==> src/dwbs_pkg.sv <==
// Shared constants and types for the write burst sequencing link
package dwbs_pkg;
  // ----------------------------------------------------------------
  // Command link
  // ----------------------------------------------------------------
  typedef enum logic [1:0] {
    DWBS_DES, DWBS_MRS, DWBS_WR, DWBS_RD
  } dwbs_op_t;

  localparam int ADDR_W = 13;
  localparam int LAT_W = 5;
  localparam int DATA_W = 32;
  // Mode payload layout, shared by the mode command and the config word
  localparam int MR_BURST_LSB = 0;
  localparam int MR_PRE2_BIT = 2;
  localparam int MR_CAS_LSB = 3;
  localparam int MR_ADD_LSB = 8;
  // Burst select address bit carried by a write command
  localparam int BSEL_BIT = 12;

  localparam logic [1:0] BURST_FIXED8 = 2'h0;
  localparam logic [1:0] BURST_PER_CMD = 2'h1;
  localparam logic [1:0] BURST_FIXED4 = 2'h2;

  // Two beats travel per clock, so bursts last this many clocks
  localparam logic [1:0] EIGHT_BEAT_LAST = 2'h3;
  localparam logic [1:0] FOUR_CHOP_LAST = 2'h1;
  localparam logic [2:0] EIGHT_BEAT_CLK = 3'h4;
  localparam logic [2:0] FOUR_CHOP_CLK = 3'h2;

  localparam logic [LAT_W-1:0] CAS_RESET = 5'h09;
  localparam logic [ADDR_W-1:0] CFG_RESET = 13'h0048;
  localparam logic [8:0] COL_GAP_FORBID_PRE2 = 9'h005;

  // ----------------------------------------------------------------
  // Controller register map
  // ----------------------------------------------------------------
  localparam logic [7:0] REG_CFG = 8'h00;
  localparam logic [7:0] REG_CMD = 8'h04;
  localparam logic [7:0] REG_WDATA0 = 8'h08;
  localparam logic [7:0] REG_STATUS = 8'h18;
  localparam int CMD_READ_BIT = 0;
  localparam int CMD_BG_BIT = 1;
  localparam int CMD_BSEL_BIT = 2;
  localparam int ST_CMD_PEND = 0;
  localparam int ST_MRS_PEND = 1;
  localparam int ST_BUSY = 2;
  localparam int ST_CFG_ERR = 3;
  localparam logic [1:0] RESP_OKAY = 2'h0;
  localparam logic [1:0] RESP_SLVERR = 2'h2;
endpackage

==> src/dwbs_link_if.sv <==
// Command and write data link between controller and memory device
`timescale 1ns/100ps
interface dwbs_link_if;
  import dwbs_pkg::*;
  logic cmd_valid;
  dwbs_op_t cmd_op;
  logic cmd_bg;
  logic [ADDR_W-1:0] cmd_addr;
  logic [DATA_W-1:0] wdata;
  logic wdata_valid;

  modport ctrl (
    output cmd_valid, cmd_op, cmd_bg, cmd_addr, wdata, wdata_valid
  );
  modport dram (
    input cmd_valid, cmd_op, cmd_bg, cmd_addr, wdata, wdata_valid
  );
endinterface

==> src/dwbs_ctrl_end.sv <==
// Controller end: AXI4-Lite registers, command spacing, write data drive
// Function
// - Fixed field or select high: eight beats
// - Per-command field, select low: four-beat chop
// - Fixed-chop field: every write four beats
// - Two-cycle preamble needs latency above minimum
// - Two-cycle preamble forbids column gap five
// - Write to read turnaround starts after last beat
// - Same group long turnaround, other group short
// - Additive latency pulls following read earlier
`timescale 1ns/100ps
module dwbs_ctrl_end import dwbs_pkg::*; #(
  parameter int SCHED_DEPTH = 64,
  parameter int CAS_MIN = 9,
  parameter int W2R_SHORT_CYC = 3,
  parameter int W2R_LONG_CYC = 9,
  parameter int COL_GAP_MIN = 4
) (
  input wire logic sys_clk_in,
  input wire logic resetn_in,
  input wire logic [7:0] s_axi_awaddr_in,
  input wire logic s_axi_awvalid_in,
  output logic s_axi_awready_out,
  input wire logic [DATA_W-1:0] s_axi_wdata_in,
  input wire logic [3:0] s_axi_wstrb_in,
  input wire logic s_axi_wvalid_in,
  output logic s_axi_wready_out,
  output logic [1:0] s_axi_bresp_out,
  output logic s_axi_bvalid_out,
  input wire logic s_axi_bready_in,
  input wire logic [7:0] s_axi_araddr_in,
  input wire logic s_axi_arvalid_in,
  output logic s_axi_arready_out,
  output logic [DATA_W-1:0] s_axi_rdata_out,
  output logic [1:0] s_axi_rresp_out,
  output logic s_axi_rvalid_out,
  input wire logic s_axi_rready_in,
  dwbs_link_if.ctrl link
);
  initial begin
    if (SCHED_DEPTH < 64) $error("SCHED_DEPTH must cover largest latency");
    if (CAS_MIN < 2) $error("CAS_MIN too small for data lead time");
    if (COL_GAP_MIN < 4) $error("COL_GAP_MIN below eight-beat length");
  end

  localparam logic [LAT_W-1:0] CAS_MIN_V = LAT_W'(CAS_MIN);
  localparam logic [8:0] W2R_S = 9'(W2R_SHORT_CYC);
  localparam logic [8:0] W2R_L = 9'(W2R_LONG_CYC);
  localparam logic [8:0] COL_GAP = 9'(COL_GAP_MIN);

  typedef struct packed {
    logic vld;
    logic chop;
  } dwbs_cslot_t;

  typedef struct packed {
    logic awready;
    logic wready;
    logic bvalid;
    logic [1:0] bresp;
    logic arready;
    logic rvalid;
    logic [1:0] rresp;
    logic [DATA_W-1:0] rdata;
    logic aw_got;
    logic w_got;
    logic [7:0] awaddr;
    logic [DATA_W-1:0] wdata;
    logic [3:0] wstrb;
    logic [ADDR_W-1:0] cfg;
    logic cfg_err;
    logic mrs_pend;
    logic [2:0] cmd;
    logic cmd_pend;
    logic [3:0][DATA_W-1:0] wbuf;
    logic [1:0] burst;
    logic pre2;
    logic [LAT_W-1:0] cas_lat;
    logic [LAT_W-1:0] add_lat;
    dwbs_cslot_t [SCHED_DEPTH-1:0] sched;
    logic [1:0] cnt;
    logic [1:0] beat;
    logic [7:0] since_col;
    logic [7:0] since_wr;
    logic wr_bg;
    logic wr_chop;
    logic l_valid;
    dwbs_op_t l_op;
    logic l_bg;
    logic [ADDR_W-1:0] l_addr;
    logic [DATA_W-1:0] l_wdata;
    logic l_wvalid;
  } dwbs_ctrl_st_t;

  dwbs_ctrl_st_t r, n;

  function automatic logic [DATA_W-1:0] merge(
    input logic [DATA_W-1:0] old, input logic [DATA_W-1:0] nw,
    input logic [3:0] strb
  );
    logic [DATA_W-1:0] res;
    res = old;
    for (int b = 0; b < 4; b++) begin
      if (strb[b]) res[8*b +: 8] = nw[8*b +: 8];
    end
    return res;
  endfunction

  always_comb begin
    logic [DATA_W-1:0] mv;
    logic [1:0] widx;
    logic busy;
    logic [8:0] gap;
    logic [8:0] wgap;
    logic [8:0] need;
    logic col_ok;
    logic chop;
    logic [LAT_W:0] wr_lat;
    logic start;
    logic [1:0] rem;
    logic mrs_set;
    n = r;
    mv = '0;
    rem = 2'h0;
    mrs_set = 1'b0;
    widx = 2'(r.awaddr[4:2] - 3'h2);
    // ----------------------------------------------------------------
    // AXI4-Lite slave
    // ----------------------------------------------------------------
    if (s_axi_awvalid_in && r.awready) begin
      n.aw_got = 1'b1;
      n.awaddr = s_axi_awaddr_in;
    end
    if (s_axi_wvalid_in && r.wready) begin
      n.w_got = 1'b1;
      n.wdata = s_axi_wdata_in;
      n.wstrb = s_axi_wstrb_in;
    end
    if (r.bvalid && s_axi_bready_in) begin
      n.bvalid = 1'b0;
    end
    if (r.aw_got && r.w_got && !r.bvalid) begin
      n.aw_got = 1'b0;
      n.w_got = 1'b0;
      n.bvalid = 1'b1;
      n.bresp = RESP_OKAY;
      case (r.awaddr)
        REG_CFG: begin
          mv = merge({{(DATA_W-ADDR_W){1'b0}}, r.cfg}, r.wdata, r.wstrb);
          // Too short a latency for two-cycle preamble is refused
          if (mv[MR_CAS_LSB +: LAT_W] < CAS_MIN_V ||
              (mv[MR_PRE2_BIT] &&
               mv[MR_CAS_LSB +: LAT_W] <= CAS_MIN_V)) begin
            n.cfg_err = 1'b1;
            n.bresp = RESP_SLVERR;
          end else begin
            n.cfg = mv[ADDR_W-1:0];
            n.mrs_pend = 1'b1;
            mrs_set = 1'b1;
          end
        end
        REG_CMD: begin
          mv = merge({29'h0, r.cmd}, r.wdata, r.wstrb);
          if (r.cmd_pend) begin
            n.bresp = RESP_SLVERR;
          end else begin
            n.cmd = mv[2:0];
            n.cmd_pend = 1'b1;
          end
        end
        REG_STATUS: begin
          if (r.wstrb[0] && r.wdata[ST_CFG_ERR]) n.cfg_err = 1'b0;
        end
        default: begin
          if (r.awaddr >= REG_WDATA0 && r.awaddr < REG_STATUS &&
              r.awaddr[1:0] == 2'h0) begin
            n.wbuf[widx] = merge(r.wbuf[widx], r.wdata, r.wstrb);
          end else begin
            n.bresp = RESP_SLVERR;
          end
        end
      endcase
    end
    n.awready = !n.aw_got && !n.bvalid;
    n.wready = !n.w_got && !n.bvalid;

    busy = (r.cnt != 2'h0);
    for (int i = 0; i < SCHED_DEPTH; i++) begin
      busy = busy | r.sched[i].vld;
    end
    if (r.rvalid && s_axi_rready_in) begin
      n.rvalid = 1'b0;
    end
    if (s_axi_arvalid_in && r.arready) begin
      n.rvalid = 1'b1;
      n.rresp = RESP_OKAY;
      n.rdata = '0;
      case (s_axi_araddr_in)
        REG_CFG: n.rdata[ADDR_W-1:0] = r.cfg;
        REG_CMD: n.rdata[2:0] = r.cmd;
        REG_STATUS: begin
          n.rdata[ST_CMD_PEND] = r.cmd_pend;
          n.rdata[ST_MRS_PEND] = r.mrs_pend;
          n.rdata[ST_BUSY] = busy;
          n.rdata[ST_CFG_ERR] = r.cfg_err;
        end
        default: begin
          if (s_axi_araddr_in >= REG_WDATA0 &&
              s_axi_araddr_in < REG_STATUS &&
              s_axi_araddr_in[1:0] == 2'h0) begin
            n.rdata = r.wbuf[2'(s_axi_araddr_in[4:2] - 3'h2)];
          end else begin
            n.rresp = RESP_SLVERR;
          end
        end
      endcase
    end
    n.arready = !n.rvalid;

    // ----------------------------------------------------------------
    // Command spacing and issue
    // ----------------------------------------------------------------
    for (int i = 0; i < SCHED_DEPTH - 1; i++) begin
      n.sched[i] = r.sched[i+1];
    end
    n.sched[SCHED_DEPTH-1] = '0;
    n.since_col = r.since_col + {7'h0, r.since_col != 8'hff};
    n.since_wr = r.since_wr + {7'h0, r.since_wr != 8'hff};
    n.l_valid = 1'b0;
    n.l_op = DWBS_DES;
    // Gap in clocks from the previous command to one issued now
    gap = {1'b0, r.since_col} + 9'h001;
    wgap = {1'b0, r.since_wr} + 9'h001;
    col_ok = gap >= COL_GAP &&
      !(r.pre2 && gap == COL_GAP_FORBID_PRE2);
    // Measured from the write command the additive part cancels out,
    // which lets the read move earlier by that amount
    need = 9'(r.cas_lat) +
      9'(r.wr_chop ? FOUR_CHOP_CLK : EIGHT_BEAT_CLK) +
      ((r.cmd[CMD_BG_BIT] == r.wr_bg) ? W2R_L : W2R_S);
    wr_lat = {1'b0, r.add_lat} + {1'b0, r.cas_lat};
    chop = (r.burst == BURST_FIXED4) ||
      (r.burst == BURST_PER_CMD && !r.cmd[CMD_BSEL_BIT]);
    if (r.mrs_pend && !busy && col_ok) begin
      // Latency change only between bursts keeps slots consistent
      // A config write landing now stays queued for the next mode command
      n.mrs_pend = mrs_set;
      n.l_valid = 1'b1;
      n.l_op = DWBS_MRS;
      n.l_addr = r.cfg;
      n.burst = r.cfg[MR_BURST_LSB +: 2];
      n.pre2 = r.cfg[MR_PRE2_BIT];
      n.cas_lat = r.cfg[MR_CAS_LSB +: LAT_W];
      n.add_lat = r.cfg[MR_ADD_LSB +: LAT_W];
      n.since_col = 8'h00;
    end else if (r.cmd_pend && !r.mrs_pend && col_ok) begin
      if (r.cmd[CMD_READ_BIT]) begin
        if (wgap >= need) begin
          n.cmd_pend = 1'b0;
          n.l_valid = 1'b1;
          n.l_op = DWBS_RD;
          n.l_bg = r.cmd[CMD_BG_BIT];
          n.l_addr = '0;
          n.since_col = 8'h00;
        end
      end else begin
        n.cmd_pend = 1'b0;
        n.l_valid = 1'b1;
        n.l_op = DWBS_WR;
        n.l_bg = r.cmd[CMD_BG_BIT];
        n.l_addr = '0;
        n.l_addr[BSEL_BIT] = r.cmd[CMD_BSEL_BIT];
        // Command register and data register each add one clock, so
        // the strobe stands in the clock before the device samples it
        n.sched[6'(wr_lat - 6'h01)] = '{vld: 1'b1, chop: chop};
        n.since_col = 8'h00;
        n.since_wr = 8'h00;
        n.wr_bg = r.cmd[CMD_BG_BIT];
        n.wr_chop = chop;
      end
    end

    // ----------------------------------------------------------------
    // Write data drive
    // ----------------------------------------------------------------
    // Buffer words are read live: rewriting them mid-burst corrupts it
    start = r.sched[0].vld;
    n.l_wvalid = 1'b0;
    if (start || r.cnt != 2'h0) begin
      rem = start ? (r.sched[0].chop ? FOUR_CHOP_LAST : EIGHT_BEAT_LAST)
                  : 2'(r.cnt - 2'h1);
      n.cnt = rem;
      n.beat = start ? 2'h0 : 2'(r.beat + 2'h1);
      n.l_wvalid = 1'b1;
      n.l_wdata = r.wbuf[n.beat];
    end
  end

  always_ff @(posedge sys_clk_in or negedge resetn_in) begin
    if (!resetn_in) begin
      r <= '0;
      r.cfg <= CFG_RESET;
      r.cas_lat <= CAS_RESET;
      r.since_col <= 8'hff;
      r.since_wr <= 8'hff;
    end else begin
      r <= n;
    end
  end

  assign s_axi_awready_out = r.awready;
  assign s_axi_wready_out = r.wready;
  assign s_axi_bresp_out = r.bresp;
  assign s_axi_bvalid_out = r.bvalid;
  assign s_axi_arready_out = r.arready;
  assign s_axi_rdata_out = r.rdata;
  assign s_axi_rresp_out = r.rresp;
  assign s_axi_rvalid_out = r.rvalid;
  assign link.cmd_valid = r.l_valid;
  assign link.cmd_op = r.l_op;
  assign link.cmd_bg = r.l_bg;
  assign link.cmd_addr = r.l_addr;
  assign link.wdata = r.l_wdata;
  assign link.wdata_valid = r.l_wvalid;
endmodule

==> src/flat_wrapper.sv <==
// flat-port wrapper written by rule: the top's interface ports become plain ports
module dwbs_ctrl_end_flat import dwbs_pkg::*;
#(
  parameter int SCHED_DEPTH = 64,
  parameter int CAS_MIN = 9,
  parameter int W2R_SHORT_CYC = 3,
  parameter int W2R_LONG_CYC = 9,
  parameter int COL_GAP_MIN = 4
)
  (sys_clk_in, resetn_in, s_axi_awaddr_in, s_axi_awvalid_in, s_axi_awready_out, s_axi_wdata_in, s_axi_wstrb_in, s_axi_wvalid_in, s_axi_wready_out, s_axi_bresp_out, s_axi_bvalid_out, s_axi_bready_in, s_axi_araddr_in, s_axi_arvalid_in, s_axi_arready_out, s_axi_rdata_out, s_axi_rresp_out, s_axi_rvalid_out, s_axi_rready_in, link_cmd_valid, link_cmd_op, link_cmd_bg, link_cmd_addr, link_wdata, link_wdata_valid);
  dwbs_link_if link_i ();
  input wire logic sys_clk_in;
  input wire logic resetn_in;
  input wire logic [7:0] s_axi_awaddr_in;
  input wire logic s_axi_awvalid_in;
  output logic s_axi_awready_out;
  input wire logic [DATA_W-1:0] s_axi_wdata_in;
  input wire logic [3:0] s_axi_wstrb_in;
  input wire logic s_axi_wvalid_in;
  output logic s_axi_wready_out;
  output logic [1:0] s_axi_bresp_out;
  output logic s_axi_bvalid_out;
  input wire logic s_axi_bready_in;
  input wire logic [7:0] s_axi_araddr_in;
  input wire logic s_axi_arvalid_in;
  output logic s_axi_arready_out;
  output logic [DATA_W-1:0] s_axi_rdata_out;
  output logic [1:0] s_axi_rresp_out;
  output logic s_axi_rvalid_out;
  input wire logic s_axi_rready_in;
  output wire logic [$bits(link_i.cmd_valid)-1:0] link_cmd_valid;
  output wire logic [$bits(link_i.cmd_op)-1:0] link_cmd_op;
  output wire logic [$bits(link_i.cmd_bg)-1:0] link_cmd_bg;
  output wire logic [$bits(link_i.cmd_addr)-1:0] link_cmd_addr;
  output wire logic [$bits(link_i.wdata)-1:0] link_wdata;
  output wire logic [$bits(link_i.wdata_valid)-1:0] link_wdata_valid;
  assign link_cmd_valid = link_i.cmd_valid;
  assign link_cmd_op = link_i.cmd_op;
  assign link_cmd_bg = link_i.cmd_bg;
  assign link_cmd_addr = link_i.cmd_addr;
  assign link_wdata = link_i.wdata;
  assign link_wdata_valid = link_i.wdata_valid;
  dwbs_ctrl_end #(.SCHED_DEPTH(SCHED_DEPTH), .CAS_MIN(CAS_MIN), .W2R_SHORT_CYC(W2R_SHORT_CYC), .W2R_LONG_CYC(W2R_LONG_CYC), .COL_GAP_MIN(COL_GAP_MIN)) u_core (.sys_clk_in(sys_clk_in), .resetn_in(resetn_in), .s_axi_awaddr_in(s_axi_awaddr_in), .s_axi_awvalid_in(s_axi_awvalid_in), .s_axi_awready_out(s_axi_awready_out), .s_axi_wdata_in(s_axi_wdata_in), .s_axi_wstrb_in(s_axi_wstrb_in), .s_axi_wvalid_in(s_axi_wvalid_in), .s_axi_wready_out(s_axi_wready_out), .s_axi_bresp_out(s_axi_bresp_out), .s_axi_bvalid_out(s_axi_bvalid_out), .s_axi_bready_in(s_axi_bready_in), .s_axi_araddr_in(s_axi_araddr_in), .s_axi_arvalid_in(s_axi_arvalid_in), .s_axi_arready_out(s_axi_arready_out), .s_axi_rdata_out(s_axi_rdata_out), .s_axi_rresp_out(s_axi_rresp_out), .s_axi_rvalid_out(s_axi_rvalid_out), .s_axi_rready_in(s_axi_rready_in), .link(link_i));
endmodule
==> config.mk <==
export PLATFORM = sky130hd
export DESIGN_NAME = dwbs_ctrl_end_flat
export DESIGN_NICKNAME = d
export VERILOG_FILES = /design/src/dwbs_pkg.sv /design/src/dwbs_link_if.sv /design/src/dwbs_ctrl_end.sv /design/src/flat_wrapper.sv
export SDC_FILE = /design/constraint.sdc
export NUM_CORES = 1
export LEC_CHECK = 0
export ABC_AREA = 0
export ABC_CLOCK_PERIOD_IN_PS = 3500
export CORE_MARGIN = 3
export CORE_UTILIZATION = 64
export DETAILED_ROUTE_END_ITERATION = 10
export DONT_BUFFER_PORTS = 1
export GPL_TIMING_DRIVEN = 0
export PLACE_DENSITY = 0.92
export SYNTH_ARGS = -nofsm -noshare
export SYNTH_HDL_FRONTEND = slang
export SYNTH_SLANG_ARGS = --single-unit
==> constraint.sdc <==
create_clock -name sys_clk_in -period 3.5 [get_ports sys_clk_in]
set_input_delay 0.525 -clock sys_clk_in [delete_from_list [all_inputs] [get_ports sys_clk_in]]
set_output_delay 0.525 -clock sys_clk_in [all_outputs]
set_load 0.02 [all_outputs]
==> metrics <==
Syn Area/Cell=12.3 sq um; Die Wd=188 microns; placed cell area=21700 sq um; critical path type=flip-flop to flip-flop; commonest non-fill, non-tap cell in the layout=dfrtp_1; grt total ovfl=0; wire per inst=24.8 microns; CTS clk-pin slew, worst paths=0.07 ns; fin worst setup slack=0.0244 ns; startpoint types=flip-flop; clk_lat worst skew=0.57 ns; Arr. time, crit path=3.95 ns; # fillers=1907; count of final hold-check violations=437; Synth Area in Compound Gates=6.66%; Final nets=1865; Clock Path Buffers=3; failing checks=negative hold slack; number of global-route vias before repair=15900; Final Cell Area=23400 sq um; CP top delay family=adder cells; count of max-cap constraint violations=0; main combinational cell family by area after synthesis=multiplexers; initial core utilization=66.0%; # setup viols final=0; initial antenna violation count=3; pre-CTS WS=-0.0528 ns; relative slew slack=12.4%; number of synthesized flops with an enable pin=0; LEAKAGE=0.0111 uW; CTS Root Cell=clkbuf_16; Final ANT Viol Nets=0; clk_skew=0.0331 ns; Synth async-reset ratio=100%; final wirelength=55600 microns; most frequent cells in the layout=424 x dfrtp_1, 152 x mux2_2, 136 x nand2_1, 116 x o21ai_0, 99 x buf_4; largest net degree at the start of global routing=446; HP Class=input port to async pin; CTS HTree Levels=2; Die Area=35300 sq um; share of layout cells above drive strength 1=31.0%; antenna fix cells=0; Detail Placement HPWL=35700 microns; max-slew violations=0; P per Cell Area=766 nW/um^2; multiplexer share of the synthesized area=20.5%; Seq/Total Area, Yosys=52.8%; Pwr Total=18000 uW; row cnt=65; adder-cell area share of the yosys netlist=1.88%; ys flop type=dfrtp_1; most frequent CP cell=fa_1; DRT iter0 DRCs=1828; RePlAce Congestion=0.867; CP Cell Sequence=xnor2_2, fa_1, inv_1, ha_2, fa_1, a21o_1, a21oi_1, ha_1, a211oi_1, nand2_1, mux2i_2, a41oi_4, nor2_4, inv_4, buf_8, o211ai_2; post-synthesis xor/xnor area fraction=1.16%; GRT Overall Usage=31.3%; area delta synth->final=10.8%; CTS tree=built; Num CTS Buffers=44; average vias per placed instance=6.64; vias after detailed routing=14900; Max Fclk=288 MHz; TritonCTS Sinks=445; #FFs+latches synth=445; min Tclk post-route=3.48 ns; Hold Slack=-0.317 ns; first-pass GRT wire length=87200 microns; Remaining DRCs=0; Worst Path Required=3.98 ns; CP peak stage delay=0.46 ns; Slowest-stage cell, CP=dfrtp_2; Peak VDD IR=0.518 mV; Die Y=188 microns; Pre-antenna DRT Iters=5; Cell Area, Synth=21200 sq um; Yosys warnings=0; Mapped Cells=1720; port bufs=0; outcome=finished, violations left; post-synthesis simple-gate area fraction=10.8%; CP endpoint kind=flip-flop; worst-margin pin slew=1.31 ns; crit share post-route=99.3%; Ports=150; Core ar.=32000 sq um; CP Max Fanout=10; Cell variety after synth=69; Crit path buffers/inverters=3
metrics by stage:
stage                     setup TNS [ns]  utilization, %  std cells
final                                  0            73.2       2247
after global routing               -1.80            73.2       2247
after CTS                              0            72.9       2241
after detailed placement          -0.124            67.7       2156
after global placement           -0.0226            67.7       2156
after floorplan                        0               -       1721
synthesized netlist by cell type, types with 5 or more instances:
cell type | count | area, sq um
dfrtp_1 | 425 | 10600
mux2_2 | 153 | 1720
nand2_1 | 136 | 510
o21ai_0 | 117 | 586
nor2_1 | 97 | 364
mux4_2 | 96 | 2160
buf_4 | 91 | 683
nand3_1 | 72 | 360
nand2b_1 | 56 | 350
clkbuf_1 | 53 | 199
a21oi_1 | 42 | 210
inv_1 | 42 | 158
mux2i_1 | 33 | 330
a21oi_2 | 30 | 263
buf_2 | 29 | 145
ha_1 | 27 | 338
dfstp_2 | 20 | 526
xor2_1 | 17 | 149
and3_1 | 16 | 100
nor4_1 | 15 | 93.8
nor2b_1 | 12 | 75.1
xnor2_1 | 11 | 96.3
or2_2 | 10 | 62.6
a22oi_1 | 9 | 67.6
nor3_1 | 9 | 45.0
buf_6 | 8 | 90.1
mux2_4 | 8 | 120
and2_1 | 7 | 43.8
buf_1 | 7 | 26.3
a21o_1 | 5 | 37.5
a22o_1 | 5 | 43.8
nand4_1 | 5 | 31.3
cell families (layout without fill, tap and decap cells):
logic type / count (synthesis) / count (layout)
mux: 290 / 290
buf+inv: 233 / 324
xor+xnor: 28 / 28
fa+ha+maj: 30 / 30
flops: 445 / 445
simple gates: 462 / 462
compound gates: 231 / 231
other cells: 1 / 2
power breakdown:
part / leakage [uW] / internal, uW / switching (uW) / total [uW]
clock: 0.000785 / 3130 / 2040 / 5170
sequential: 0.00599 / 6220 / 1020 / 7240
combinational: 0.00428 / 2390 / 3160 / 5550
cell type report:
cell class	count	area [sq um]	share of cell area (%)
flip-flops and latches	445	11200	47.6
multi-input cells	1043	8730	37.2
clock buffers	66	1360	5.79
plain buffers	190	1160	4.94
well taps	435	544	2.32
clock inverters	16	256	1.09
inverters	43	164	0.699
repair buffers	9	71.3	0.304
worst paths after layout:
| check | from | to | slack, ns | cells past startpoint |
|---|---|---|---|---|
| max in group asynchronous | resetn_in | u_core.r[343]$_DFFE_PN0P_ | 2.72 | 0 |
| worst max-delay path | u_core.r[343]$_DFFE_PN0P_ | u_core.link.cmd_addr[12]$_DFFE_PN0P_ | 0.02 | 16 |
| worst min-delay path | resetn_in | u_core.link.cmd_valid$_DFF_PN0_ | -0.32 | 0 |
| worst min register to register | u_core.r[72]$_DFF_PN0_ | u_core.r[71]$_DFFE_PN0P_ | 0.44 | 1 |
| worst max register to register | u_core.r[343]$_DFFE_PN0P_ | u_core.link.cmd_addr[12]$_DFFE_PN0P_ | 0.02 | 16 |
| min in group sys_clk_in | s_axi_bready_in | u_core.s_axi_bvalid_out$_DFF_PN0_ | 0.05 | 1 |
timing repair:
action / 4_1_cts / 5_1_grt
buffers inserted: 3 / 6
pin swaps: 2 / 3
setup endpoints to repair: 10 / 23
hold endpoints to repair: 445 / 445
gates resized for setup: 3 / 11
metal layers:
metal,GRT usage [%],vias to the layer above,part of all wire [%]
met5,0,-,0.12
met4,15.0,6,5.4
met3,7.38,278,9.5
met2,52.9,1047,50
met1,38.4,7492,35
li1,-,6086,-
Note: power is estimated with default switching activity, not from simulation.
